==> src/hdl/adc_pkg.sv <==
// Package: register map, field positions, reset values and timing counts of the converter control
package adc_pkg;
  // Register offsets (8-bit register port)
  localparam logic [3:0] ADC_OFF_RES_LO = 4'h0;
  localparam logic [3:0] ADC_OFF_RES_HI = 4'h1;
  localparam logic [3:0] ADC_OFF_CTL0 = 4'h2;
  localparam logic [3:0] ADC_OFF_CTL1 = 4'h3;
  localparam logic [3:0] ADC_OFF_CTL2 = 4'h4;
  localparam logic [3:0] ADC_OFF_BGR = 4'h5;
  localparam logic [3:0] ADC_OFF_IRQ_STAT = 4'h6;
  localparam logic [3:0] ADC_OFF_IRQ_MASK = 4'h7;
  // Control 0 fields
  localparam int ADC_C0_START = 7;
  localparam int ADC_C0_BUSY = 6;
  localparam int ADC_C0_EN = 5;
  localparam int ADC_C0_FMT = 4;
  // Writable bit masks
  localparam logic [7:0] ADC_C0_WMASK = 8'hbf;
  localparam logic [7:0] ADC_C1_WMASK = 8'hf7;
  localparam logic [7:0] ADC_C2_WMASK = 8'h9f;
  localparam logic [7:0] ADC_BGR_WMASK = 8'h01;
  localparam logic [7:0] ADC_IRQ_WMASK = 8'h01;
  // Reset values
  localparam logic [7:0] ADC_C0_RST = 8'h00;
  localparam logic [7:0] ADC_C1_RST = 8'h00;
  localparam logic [7:0] ADC_C2_RST = 8'h00;
  localparam logic [7:0] ADC_BGR_RST = 8'h00;
  // Conversion length in conversion-clock ticks (16 steps after the sample)
  localparam logic [4:0] ADC_CONV_TICKS = 5'h10;
  // Channel and source codes
  localparam logic [3:0] ADC_CH_FLOAT_MIN = 4'hc;
  localparam logic [1:0] ADC_SRC_SUPPLY = 2'h0;
  localparam logic [1:0] ADC_SRC_AMP = 2'h1;
  localparam logic [1:0] ADC_SRC_GND = 2'h2;
  localparam logic [1:0] ADC_SRC_EXT = 2'h3;
endpackage

==> src/hdl/adc_ctrl.sv <==
// Converter control: registers, start sequence, divider, sequencing, result formatting and routing
// Operation
// - Every result is a 12-bit unsigned value, external or internal source.
// - Conversion begins only after start bit written high then low.
// - Read-only busy flag bit 6 set on start, cleared on completion.
// - Enable bit 5 powers converter; when off, result registers hold.
// - Format bit picks left or right justification across two bytes.
// - Result bits carrying no data read as zero.
// - Channel codes map to pins 0,1,3-8; codes 12-15 leave input floating.
// - Source field routes external, supply fractions, amplifier fractions or ground.
// - Internal source selected disconnects the external channel path.
// - Clock select 0-7 divides system clock by 1 to 128.
// - Control 1 bit 3 ignores writes, reads zero.
// - Pin in converter use drops shared function and pull-high.
// - Bandgap enable bit 0 switches bandgap reference on or off.
// - Reference select: 00 supply, 01 external pin, 1x amplifier output.
module adc_ctrl
  import adc_pkg::*;
#(
  parameter int NUM_PINS = 9,
  parameter int DIV_W = 7
) (
  // Clock and reset
  input wire logic sys_clk,
  input wire logic rst_n,
  // Register port
  input wire logic [3:0] reg_addr,
  input wire logic [7:0] reg_wdata,
  input wire logic reg_wr,
  input wire logic reg_rd,
  output logic [7:0] reg_rdata,
  // Analog core
  input wire logic [11:0] core_result,
  output logic core_power,
  output logic core_sample,
  output logic core_step,
  // Routing
  output logic [NUM_PINS-1:0] ext_analog_channel,
  output logic [1:0] internal_src,
  output logic [1:0] internal_scale,
  output logic [1:0] reference_sel,
  output logic bandgap_enable,
  output logic amplifier_enable,
  output logic amplifier_input_sel,
  output logic [1:0] amplifier_gain_sel,
  // Pin sharing
  input wire logic [NUM_PINS-1:0] pin_adc_func,
  output logic [NUM_PINS-1:0] pin_gpio_off,
  output logic [NUM_PINS-1:0] pin_pullup_off,
  // Interrupt
  output logic irq
);
  import adc_pkg::*;

  typedef enum logic [1:0] {ADC_IDLE, ADC_CONV, ADC_DONE} adc_state_t;

  typedef struct packed {
    logic [7:0] ctl0;
    logic [7:0] ctl1;
    logic [7:0] ctl2;
    logic [7:0] bgr;
    logic [7:0] res_lo;
    logic [7:0] res_hi;
    logic irq_stat;
    logic irq_mask;
    logic start_armed;
    adc_state_t state;
    logic [DIV_W-1:0] div_cnt;
    logic [4:0] tick_cnt;
    logic [7:0] rdata;
    logic irq;
    logic sample;
    logic step;
    logic [NUM_PINS-1:0] chan;
    logic [1:0] isrc;
    logic [1:0] iscale;
    logic [NUM_PINS-1:0] pin_off;
  } adc_st_t;

  adc_st_t st_q, st_d;

  // Divider terminal count for code 0..7
  function automatic logic [DIV_W-1:0] div_last(input logic [2:0] code);
    div_last = DIV_W'((1 << code) - 1);
  endfunction

  // Pin code to one-hot, floating and reserved codes connect nothing
  function automatic logic [NUM_PINS-1:0] chan_decode(input logic [3:0] code);
    chan_decode = '0;
    if (code != 4'h2 && code < ADC_CH_FLOAT_MIN && int'(code) < NUM_PINS) begin
      chan_decode[code] = 1'b1;
    end
  endfunction

  logic conv_tick;
  logic [11:0] res;
  logic [3:0] src;
  logic ext_sel;

  assign res = core_result;
  assign src = st_q.ctl1[7:4];
  // Conversion-clock tick from the divider
  assign conv_tick = (st_q.div_cnt == div_last(st_q.ctl1[2:0]));

  always_comb begin
    st_d = st_q;
    st_d.sample = 1'b0;
    st_d.step = 1'b0;
    // Divider free-runs while enabled
    if (!st_q.ctl0[ADC_C0_EN] || conv_tick) begin
      st_d.div_cnt = '0;
    end else begin
      st_d.div_cnt = st_q.div_cnt + DIV_W'(1);
    end

    // Register writes
    if (reg_wr) begin
      if (reg_addr == ADC_OFF_CTL0) begin
        st_d.ctl0 = (reg_wdata & ADC_C0_WMASK) | (st_q.ctl0 & ~ADC_C0_WMASK);
        // Start edge armed on high, fires on following low
        if (reg_wdata[ADC_C0_START]) begin
          st_d.start_armed = 1'b1;
        end else if (st_q.start_armed) begin
          st_d.start_armed = 1'b0;
          if (st_q.ctl0[ADC_C0_EN] && st_q.state == ADC_IDLE) begin
            st_d.state = ADC_CONV;
            st_d.ctl0[ADC_C0_BUSY] = 1'b1;
            st_d.tick_cnt = '0;
            st_d.sample = 1'b1;
            st_d.div_cnt = '0;
          end
        end
      end else if (reg_addr == ADC_OFF_CTL1) begin
        st_d.ctl1 = reg_wdata & ADC_C1_WMASK;
      end else if (reg_addr == ADC_OFF_CTL2) begin
        st_d.ctl2 = reg_wdata & ADC_C2_WMASK;
      end else if (reg_addr == ADC_OFF_BGR) begin
        st_d.bgr = reg_wdata & ADC_BGR_WMASK;
      end else if (reg_addr == ADC_OFF_IRQ_MASK) begin
        st_d.irq_mask = reg_wdata[0];
      end
    end

    // Read clears interrupt status
    if (reg_rd && reg_addr == ADC_OFF_IRQ_STAT) begin
      st_d.irq_stat = 1'b0;
    end

    // Sequencer
    case (st_q.state)
      ADC_IDLE: begin
      end
      ADC_CONV: begin
        if (!st_q.ctl0[ADC_C0_EN]) begin
          // Disabled mid-conversion: abort, results untouched
          st_d.state = ADC_IDLE;
          st_d.ctl0[ADC_C0_BUSY] = 1'b0;
        end else if (conv_tick) begin
          st_d.step = 1'b1;
          st_d.tick_cnt = st_q.tick_cnt + 5'h1;
          if (st_q.tick_cnt == ADC_CONV_TICKS - 5'h1) begin
            st_d.state = ADC_DONE;
          end
        end
      end
      ADC_DONE: begin
        // Result stored this cycle, busy drops with it
        // Disable on the last tick drops both the result and the event
        if (st_q.ctl0[ADC_C0_EN] && st_q.ctl0[ADC_C0_FMT]) begin
          st_d.res_hi = {4'h0, res[11:8]};
          st_d.res_lo = res[7:0];
        end else if (st_q.ctl0[ADC_C0_EN]) begin
          st_d.res_hi = res[11:4];
          st_d.res_lo = {res[3:0], 4'h0};
        end
        st_d.ctl0[ADC_C0_BUSY] = 1'b0;
        // Set wins over a same-cycle status read
        st_d.irq_stat = st_d.irq_stat | st_q.ctl0[ADC_C0_EN];
        st_d.state = ADC_IDLE;
      end
      default: st_d.state = ADC_IDLE;
    endcase

    // Routing
    ext_sel = (src == 4'h0) || (src == 4'h4) || (src[3:2] == 2'h3);
    st_d.chan = ext_sel ? chan_decode(st_q.ctl0[3:0]) : '0;
    if (ext_sel) begin
      st_d.isrc = ADC_SRC_EXT;
      st_d.iscale = 2'h0;
    end else if (src[3]) begin
      st_d.isrc = ADC_SRC_GND;
      st_d.iscale = 2'h0;
    end else begin
      st_d.isrc = src[2] ? ADC_SRC_AMP : ADC_SRC_SUPPLY;
      st_d.iscale = src[1:0] - 2'h1;
    end
    st_d.pin_off = pin_adc_func;

    // Read data, one cycle later
    st_d.rdata = 8'h00;
    if (reg_rd) begin
      if (reg_addr == ADC_OFF_RES_LO) begin
        st_d.rdata = st_q.res_lo;
      end else if (reg_addr == ADC_OFF_RES_HI) begin
        st_d.rdata = st_q.res_hi;
      end else if (reg_addr == ADC_OFF_CTL0) begin
        st_d.rdata = st_q.ctl0;
      end else if (reg_addr == ADC_OFF_CTL1) begin
        st_d.rdata = st_q.ctl1;
      end else if (reg_addr == ADC_OFF_CTL2) begin
        st_d.rdata = st_q.ctl2;
      end else if (reg_addr == ADC_OFF_BGR) begin
        st_d.rdata = st_q.bgr;
      end else if (reg_addr == ADC_OFF_IRQ_STAT) begin
        st_d.rdata = {7'h00, st_q.irq_stat};
      end else if (reg_addr == ADC_OFF_IRQ_MASK) begin
        st_d.rdata = {7'h00, st_q.irq_mask};
      end
    end
    st_d.irq = st_d.irq_stat & st_d.irq_mask;
  end

  always_ff @(posedge sys_clk) begin
    if (!rst_n) begin
      st_q <= '0;
      st_q.ctl0 <= ADC_C0_RST;
      st_q.ctl1 <= ADC_C1_RST;
      st_q.ctl2 <= ADC_C2_RST;
      st_q.bgr <= ADC_BGR_RST;
      st_q.state <= ADC_IDLE;
    end else begin
      st_q <= st_d;
    end
  end

  assign reg_rdata = st_q.rdata;
  assign irq = st_q.irq;
  assign core_power = st_q.ctl0[ADC_C0_EN];
  assign core_sample = st_q.sample;
  assign core_step = st_q.step;
  assign ext_analog_channel = st_q.chan;
  assign internal_src = st_q.isrc;
  assign internal_scale = st_q.iscale;
  assign reference_sel = st_q.ctl2[3:2];
  assign bandgap_enable = st_q.bgr[0];
  assign amplifier_enable = st_q.ctl2[7];
  assign amplifier_input_sel = st_q.ctl2[4];
  assign amplifier_gain_sel = st_q.ctl2[1:0];
  assign pin_gpio_off = st_q.pin_off;
  assign pin_pullup_off = st_q.pin_off;

  property p_start_seq;
    @(posedge sys_clk) disable iff (!rst_n)
      $rose(st_q.ctl0[ADC_C0_BUSY])
        |-> $past(st_q.start_armed) && !st_q.start_armed && st_q.sample;
  endproperty
  a_start_seq: assert property (p_start_seq) else $error("busy rose without armed start");

  property p_busy_done;
    @(posedge sys_clk) disable iff (!rst_n)
      $fell(st_q.ctl0[ADC_C0_BUSY]) && st_q.ctl0[ADC_C0_EN] |-> st_q.irq_stat;
  endproperty
  a_busy_done: assert property (p_busy_done) else $error("busy cleared without result");

  property p_hold_off;
    @(posedge sys_clk) disable iff (!rst_n)
      !st_q.ctl0[ADC_C0_EN] |=> $stable(st_q.res_hi) && $stable(st_q.res_lo);
  endproperty
  a_hold_off: assert property (p_hold_off) else $error("result changed while disabled");

  property p_fmt_zero;
    @(posedge sys_clk) disable iff (!rst_n)
      $changed(st_q.res_lo) |-> (st_q.res_lo[3:0] == 4'h0) || (st_q.res_hi[7:4] == 4'h0);
  endproperty
  a_fmt_zero: assert property (p_fmt_zero) else $error("unused result bits set");

  property p_fmt_right;
    @(posedge sys_clk) disable iff (!rst_n)
      st_q.state == ADC_DONE && st_q.ctl0[ADC_C0_EN] && st_q.ctl0[ADC_C0_FMT]
        |=> st_q.res_lo == $past(core_result[7:0]) && st_q.res_hi[3:0] == $past(core_result[11:8]);
  endproperty
  a_fmt_right: assert property (p_fmt_right) else $error("right justify wrong");

  property p_int_disc;
    @(posedge sys_clk) disable iff (!rst_n)
      st_q.isrc != ADC_SRC_EXT |-> st_q.chan == '0;
  endproperty
  a_int_disc: assert property (p_int_disc) else $error("external path left on");

  property p_bit3;
    @(posedge sys_clk) disable iff (!rst_n)
      st_q.ctl1[3] == 1'b0;
  endproperty
  a_bit3: assert property (p_bit3) else $error("control 1 bit 3 set");

  property p_step_div;
    @(posedge sys_clk) disable iff (!rst_n)
      st_q.step |-> $past(st_q.div_cnt) == div_last($past(st_q.ctl1[2:0]));
  endproperty
  a_step_div: assert property (p_step_div) else $error("step off divided clock");

  property p_fmt_left;
    @(posedge sys_clk) disable iff (!rst_n)
      st_q.state == ADC_DONE && st_q.ctl0[ADC_C0_EN] && !st_q.ctl0[ADC_C0_FMT]
        |=> st_q.res_hi == $past(core_result[11:4])
          && st_q.res_lo == {$past(core_result[3:0]), 4'h0};
  endproperty
  a_fmt_left: assert property (p_fmt_left) else $error("left justify wrong");

  property p_abort;
    @(posedge sys_clk) disable iff (!rst_n)
      st_q.state == ADC_CONV && !st_q.ctl0[ADC_C0_EN]
        |=> st_q.state == ADC_IDLE && !st_q.ctl0[ADC_C0_BUSY] && !$rose(st_q.irq_stat);
  endproperty
  a_abort: assert property (p_abort) else $error("disable did not abort");

  property p_done_store;
    @(posedge sys_clk) disable iff (!rst_n)
      st_q.state == ADC_DONE && st_q.ctl0[ADC_C0_EN]
        |=> st_q.irq_stat && !st_q.ctl0[ADC_C0_BUSY] && st_q.state == ADC_IDLE;
  endproperty
  a_done_store: assert property (p_done_store) else $error("completion not stored");

  property p_busy_state;
    @(posedge sys_clk) disable iff (!rst_n)
      st_q.ctl0[ADC_C0_BUSY] == (st_q.state != ADC_IDLE);
  endproperty
  a_busy_state: assert property (p_busy_state) else $error("busy flag out of step");

  property p_irq_level;
    @(posedge sys_clk) disable iff (!rst_n)
      st_q.irq == (st_q.irq_stat & st_q.irq_mask);
  endproperty
  a_irq_level: assert property (p_irq_level) else $error("interrupt level wrong");

  property p_gnd_route;
    @(posedge sys_clk) disable iff (!rst_n)
      $past(st_q.ctl1[7:6]) == 2'h2 |-> st_q.isrc == ADC_SRC_GND && st_q.chan == '0;
  endproperty
  a_gnd_route: assert property (p_gnd_route) else $error("ground route wrong");

  property p_supply_route;
    @(posedge sys_clk) disable iff (!rst_n)
      $past(st_q.ctl1[7:6]) == 2'h0 && $past(st_q.ctl1[5:4]) != 2'h0
        |-> st_q.isrc == ADC_SRC_SUPPLY && st_q.chan == '0;
  endproperty
  a_supply_route: assert property (p_supply_route) else $error("supply route wrong");

  property p_float;
    @(posedge sys_clk) disable iff (!rst_n)
      $past(st_q.ctl0[3:2]) == 2'h3 |-> st_q.chan == '0;
  endproperty
  a_float: assert property (p_float) else $error("floating code connected a pin");

  property p_pin_off;
    @(posedge sys_clk) disable iff (!rst_n)
      $past(rst_n) |-> st_q.pin_off == $past(pin_adc_func);
  endproperty
  a_pin_off: assert property (p_pin_off) else $error("pin release lags");

  property p_rd_once;
    @(posedge sys_clk) disable iff (!rst_n)
      !$past(reg_rd) |-> st_q.rdata == 8'h00;
  endproperty
  a_rd_once: assert property (p_rd_once) else $error("read data outside its cycle");

  property p_sample_pulse;
    @(posedge sys_clk) disable iff (!rst_n)
      st_q.sample |-> $rose(st_q.ctl0[ADC_C0_BUSY]) && st_q.state == ADC_CONV;
  endproperty
  a_sample_pulse: assert property (p_sample_pulse) else $error("sample without start");

  property p_done_tick;
    @(posedge sys_clk) disable iff (!rst_n)
      st_q.state == ADC_DONE |-> st_q.step && $past(st_q.tick_cnt) == ADC_CONV_TICKS - 5'h1;
  endproperty
  a_done_tick: assert property (p_done_tick) else $error("done off the last tick");
endmodule // adc_ctrl

==> config.mk <==
export PLATFORM = sky130hd
export DESIGN_NAME = adc_ctrl
export DESIGN_NICKNAME = d
export VERILOG_FILES = /design/src/hdl/adc_pkg.sv /design/src/hdl/adc_ctrl.sv
export SDC_FILE = /design/constraint.sdc
export NUM_CORES = 1
export LEC_CHECK = 0
export BUFFER_PORTS_ARGS = -buffer_cell sky130_fd_sc_hd__buf_4
export CAP_MARGIN = 10
export CORE_ASPECT_RATIO = 1.2
export CORE_MARGIN = 5
export CORE_UTILIZATION = 30
export CTS_CLUSTER_DIAMETER = 40
export DETAILED_ROUTE_END_ITERATION = 8
export GPL_TIMING_DRIVEN = 0
export PLACE_DENSITY_LB_ADDON = 0.25
export RECOVER_POWER = 25
export SLEW_MARGIN = 20
export SYNTH_ARGS = -nofsm -noshare
export SYNTH_HDL_FRONTEND = slang
export SYNTH_SLANG_ARGS = --single-unit
==> constraint.sdc <==
create_clock -name sys_clk -period 3.2 [get_ports sys_clk]
set_input_delay 0.16 -clock sys_clk [delete_from_list [all_inputs] [get_ports sys_clk]]
set_output_delay 0.16 -clock sys_clk [all_outputs]
set_load 0.02 [all_outputs]
==> impl_metrics.csv <==
group,metric,value,unit
global_route,first_global_vias,3320,
worst_setup_path,r2r_setup_slack,1.19,ns
hold_path,hold_depth,2,
final_layout,drive_gt1_frac,0.231,
hold_path,hold_path_end,"pin_gpio_off[5]$_SDFF_PN0_",
synth,synth_adder_area_share,0.0221,
worst_setup_path,timing.critical_path.to_type,"flip-flop",
outcome,status,"complete, no violations",
floorplanning,fp-row-count,46,
job,cap_viol_max_count,0,
timing,timing.final.ws_setup,1.19,ns
timing,finalSetupViolCount,0,
timing,final_setup_skew,0.00789,ns
worst_setup_path,worst-endpoint-required,3.46,ns
worst_setup_path,setup.worst_path.start_class,"flip-flop",
synth,ys_seq_area_frac,0.440,
synth,xor_xnor_portion_of_the_synthesized_cell_area,0.0111,
clock_network,clkTransAtPathRegs,0.06,ns
floorplanning,top_level_ports,87,
route,drc_errors,0,
synth,synth.distinct_cells,52,
clock_network,cts_resized,0,
final_layout,seqCellArea,0.00174,mm^2
floorplanning,die_ar,0.0156,mm^2
global_route,grt_pass1_wl,16.7,mm
route,drt_pass1_iterations,4,
timing,timing_max_transition_violations_final,0,
route,avgViaCountPerCell,4.72,
global_route,largest_net_degree_at_the_start_of_global_routing,14,
synth,ys_ff_latch,87,
worst_setup_path,timing.setup.critical_path_class,"flip-flop to flip-flop",
synth,synthMuxAreaShare,0.0668,
route,detail_route.iter0.violations,162,
synth,async_flop_share,0,
clock_network,post_cts_hold_buffer_count,0,
placed_design,placement.io_buffers,84,
clock_network,ctsLongestPathBuffers,2,
worst_setup_path,reg2reg_depth,6,
final_layout,antennaDiodeCount,0,
floorplanning,die_w,115,um
synth,simple_gate_share_of_the_synthesized_area,0.203,
timing,report.final.hold_viol_count,0,
hold_path,min_from,"pin_adc_func[5]",
timing,fmax,497,MHz
hold_path,min-delay-path-class,"input pin to flip-flop",
final_layout,multiInputGateArea,0.00174,mm^2
final_layout,post_synthesis_to_final_layout_area_growth,26.9,%
final_layout,nNetsFinal,593,
synth,syn-mean-instance-area,8.71,um^2
synth,synth.net_count,498,
floorplanning,die_y,136,um
route,drt-wirelength-per-cell,14.6,um
clock_network,cts_sinks,87,
placed_design,finalWeightedCongestion,0.850,
synth,yosys_most_used_dff,"sky130_fd_sc_hd__dfxtp_1",
floorplanning,core_region_area,0.0131,mm^2
route,wl,10.6,mm
pwr,report.power.total,2410,uW
timing,timing_worst_slew_pin_value,0.973,ns
synth,synth_warnings,0,
pwr,power_density,480,mW/mm^2
clock_network,ctsHtreeMaxLevel,3,
final_layout,most_common_library_cell_in_the_layout_ignoring_fill_and_taps,"sky130_fd_sc_hd__buf_4",
worst_setup_path,path_max_fanout,10,
clock_network,clock_latency_on_the_worst_skew_pair,0.34,ns
clock_network,postCtsSetupBuffers,0,
global_route,overflow,0,
timing,finalCritPeriodShare,0.629,
synth,synth_top_family_by_area,"simple AND/OR/NAND/NOR gates",
synth,synth_edf_count,0,
pwr,peakVddDrop,0.000234,V
worst_setup_path,critical_path.reg2reg.endpoint,"st_q[61]$_SDFFE_PN0P_",
placed_design,dp_hpwl,8.01,mm
worst_setup_path,critPathArrivalTime,2.27,ns
clock_network,cts_buffer_count,9,
final_layout,final_core_util,0.384,
synth,syn-instance-count,454,
clock_network,cts_root_buf,"sky130_fd_sc_hd__clkbuf_16",
pwr,p_leak,0.00199,uW
clock_network,tritoncts_clock_tree,"done",
synth,synth_compound_gate_area_share,0.135,
route,detail-route-antenna-nets,0,
timing,final_period_minus_worst_setup_slack,2.01,ns
timing,grt_setup_unrepaired,"false",
synth,netlist_area,0.00396,mm^2
floorplanning,floorplan.initialDensity,0.303,
route,overall_via_count_from_detail_route,3401,
global_route,initial_antenna_violation_count,0,
placed_design,worst_slack_at_placement,1.19,ns
global_route,grt.total_usage,0.138,
timing,totalNegativeSetupSlack,0,ns
final_layout,layout_common_cells,"sky130_fd_sc_hd__buf_4 (103), sky130_fd_sc_hd__dfxtp_1 (87), sky130_fd_sc_hd__nor2_1 (55)",
worst_setup_path,regToRegStartpoint,"core_power$_SDFFE_PN0P_",
timing,slew_headroom,0.346,
final_layout,layout.filler_cells,1379,
## power by group
| part | internal [uW] | switching [uW] |
|---|---|---|
| sequential | 1100 | 7.87 |
| combinational | 91.8 | 107 |
| clock | 698 | 410 |
| total | 1890 | 524 |
## worst max-delay path, cell delays in order (launching register included)
cell and delay [ns]:
sky130_fd_sc_hd__dfxtp_1 0.37, sky130_fd_sc_hd__clkbuf_1 0.32, sky130_fd_sc_hd__and2_1 0.19, sky130_fd_sc_hd__clkbuf_1 0.31, sky130_fd_sc_hd__clkbuf_1 0.40, sky130_fd_sc_hd__nand3_1 0.16, sky130_fd_sc_hd__a21oi_1 0.19
## worst max-delay path by stage
stage	startpoint	to	slack [ns]	depth (start not counted)
finish	core_power$_SDFFE_PN0P_	st_q[61]$_SDFFE_PN0P_	1.19	6
global route	st_q[84]$_SDFFE_PN0P_	st_q[38]$_SDFF_PN0_	0.87	8
detailed placement	reg_addr[1]	reg_rdata[2]$_SDFF_PN0_	1.19	5
floorplan	st_q[84]$_SDFFE_PN0P_	st_q[36]$_SDFF_PN0_	1.49	6
CTS	core_power$_SDFFE_PN0P_	st_q[61]$_SDFFE_PN0P_	1.18	6
global placement	st_q[84]$_SDFFE_PN0P_	st_q[41]$_SDFF_PN0_	1.24	8
## stage by stage
| stage | std cells | cell area, um^2 | hold slack, ns |
|---|---|---|---|
| final | 721 | 5020 | 0.0250 |
| after global routing | 721 | 5020 | 0.0240 |
| after CTS | 721 | 5110 | 0.0200 |
| after detailed placement | 706 | 4800 | 0.374 |
| after global placement | 706 | 4800 | 0.368 |
| after floorplan | 454 | 3960 | 0.287 |
## flip-flops by register name, summed over array words and instances, names as in the netlist
register	flops
amplifier_gain_sel	2
internal_scale	2
src	4
core_power	1
pin_gpio_off	9
ext_analog_channel	9
reference_sel	2
core_sample	1
internal_src	2
st_q	42
irq	1
core_step	1
reg_rdata	8
amplifier_enable	1
bandgap_enable	1
amplifier_input_sel	1
## cell usage after synthesis, types with 3 or more instances
cell	number	area share
sky130_fd_sc_hd__nor2b_1	9	0.014
sky130_fd_sc_hd__clkbuf_1	20	0.019
sky130_fd_sc_hd__nand2b_1	5	0.0079
sky130_fd_sc_hd__or3_1	6	0.0095
sky130_fd_sc_hd__a22oi_1	7	0.013
sky130_fd_sc_hd__nand3_1	14	0.018
sky130_fd_sc_hd__nand4_1	4	0.0063
sky130_fd_sc_hd__xnor2_1	3	0.0066
sky130_fd_sc_hd__nand2_1	34	0.032
sky130_fd_sc_hd__nor2_1	55	0.052
sky130_fd_sc_hd__o21ai_0	7	0.0089
sky130_fd_sc_hd__dfxtp_1	87	0.44
sky130_fd_sc_hd__buf_2	5	0.0063
sky130_fd_sc_hd__nand3b_1	5	0.0095
sky130_fd_sc_hd__o211ai_1	7	0.013
sky130_fd_sc_hd__and3_1	5	0.0079
sky130_fd_sc_hd__ha_1	7	0.022
sky130_fd_sc_hd__a222oi_1	3	0.0076
sky130_fd_sc_hd__and2_1	11	0.017
sky130_fd_sc_hd__a21oi_1	31	0.039
sky130_fd_sc_hd__mux2i_1	23	0.058
sky130_fd_sc_hd__a211oi_1	9	0.017
sky130_fd_sc_hd__inv_1	11	0.010
sky130_fd_sc_hd__buf_4	43	0.082
sky130_fd_sc_hd__nor3_1	11	0.014
## per-layer routing
layer | track usage | part of all wire
met5 | 0 | 0
met4 | 0.0496 | 0.019
met3 | 0.0384 | 0.068
met2 | 0.241 | 0.50
met1 | 0.161 | 0.42
## layout make-up
| type | count | share of cell area |
|---|---|---|
| Clock buffer | 11 | 0.0484 |
| Multi-Input combinational cell | 285 | 0.346 |
| Tap cell | 168 | 0.0419 |
| Inverter | 14 | 0.0105 |
| Sequential cell | 87 | 0.347 |
| Timing Repair Buffer | 84 | 0.108 |
| Buffer | 68 | 0.0843 |
| Clock inverter | 4 | 0.0140 |
## logic make-up (layout without fill, tap and decap cells)
logic type      count (synthesis)  in the layout
fa+ha+maj                       7              7
mux                            25             25
xor+xnor                        5              5
buf+inv                        82            181
simple gates                  166            166
compound gates                 81             81
flops                          87             87
other cells                     1              1
No activity file was read; power rests on OpenSTA's default activity.
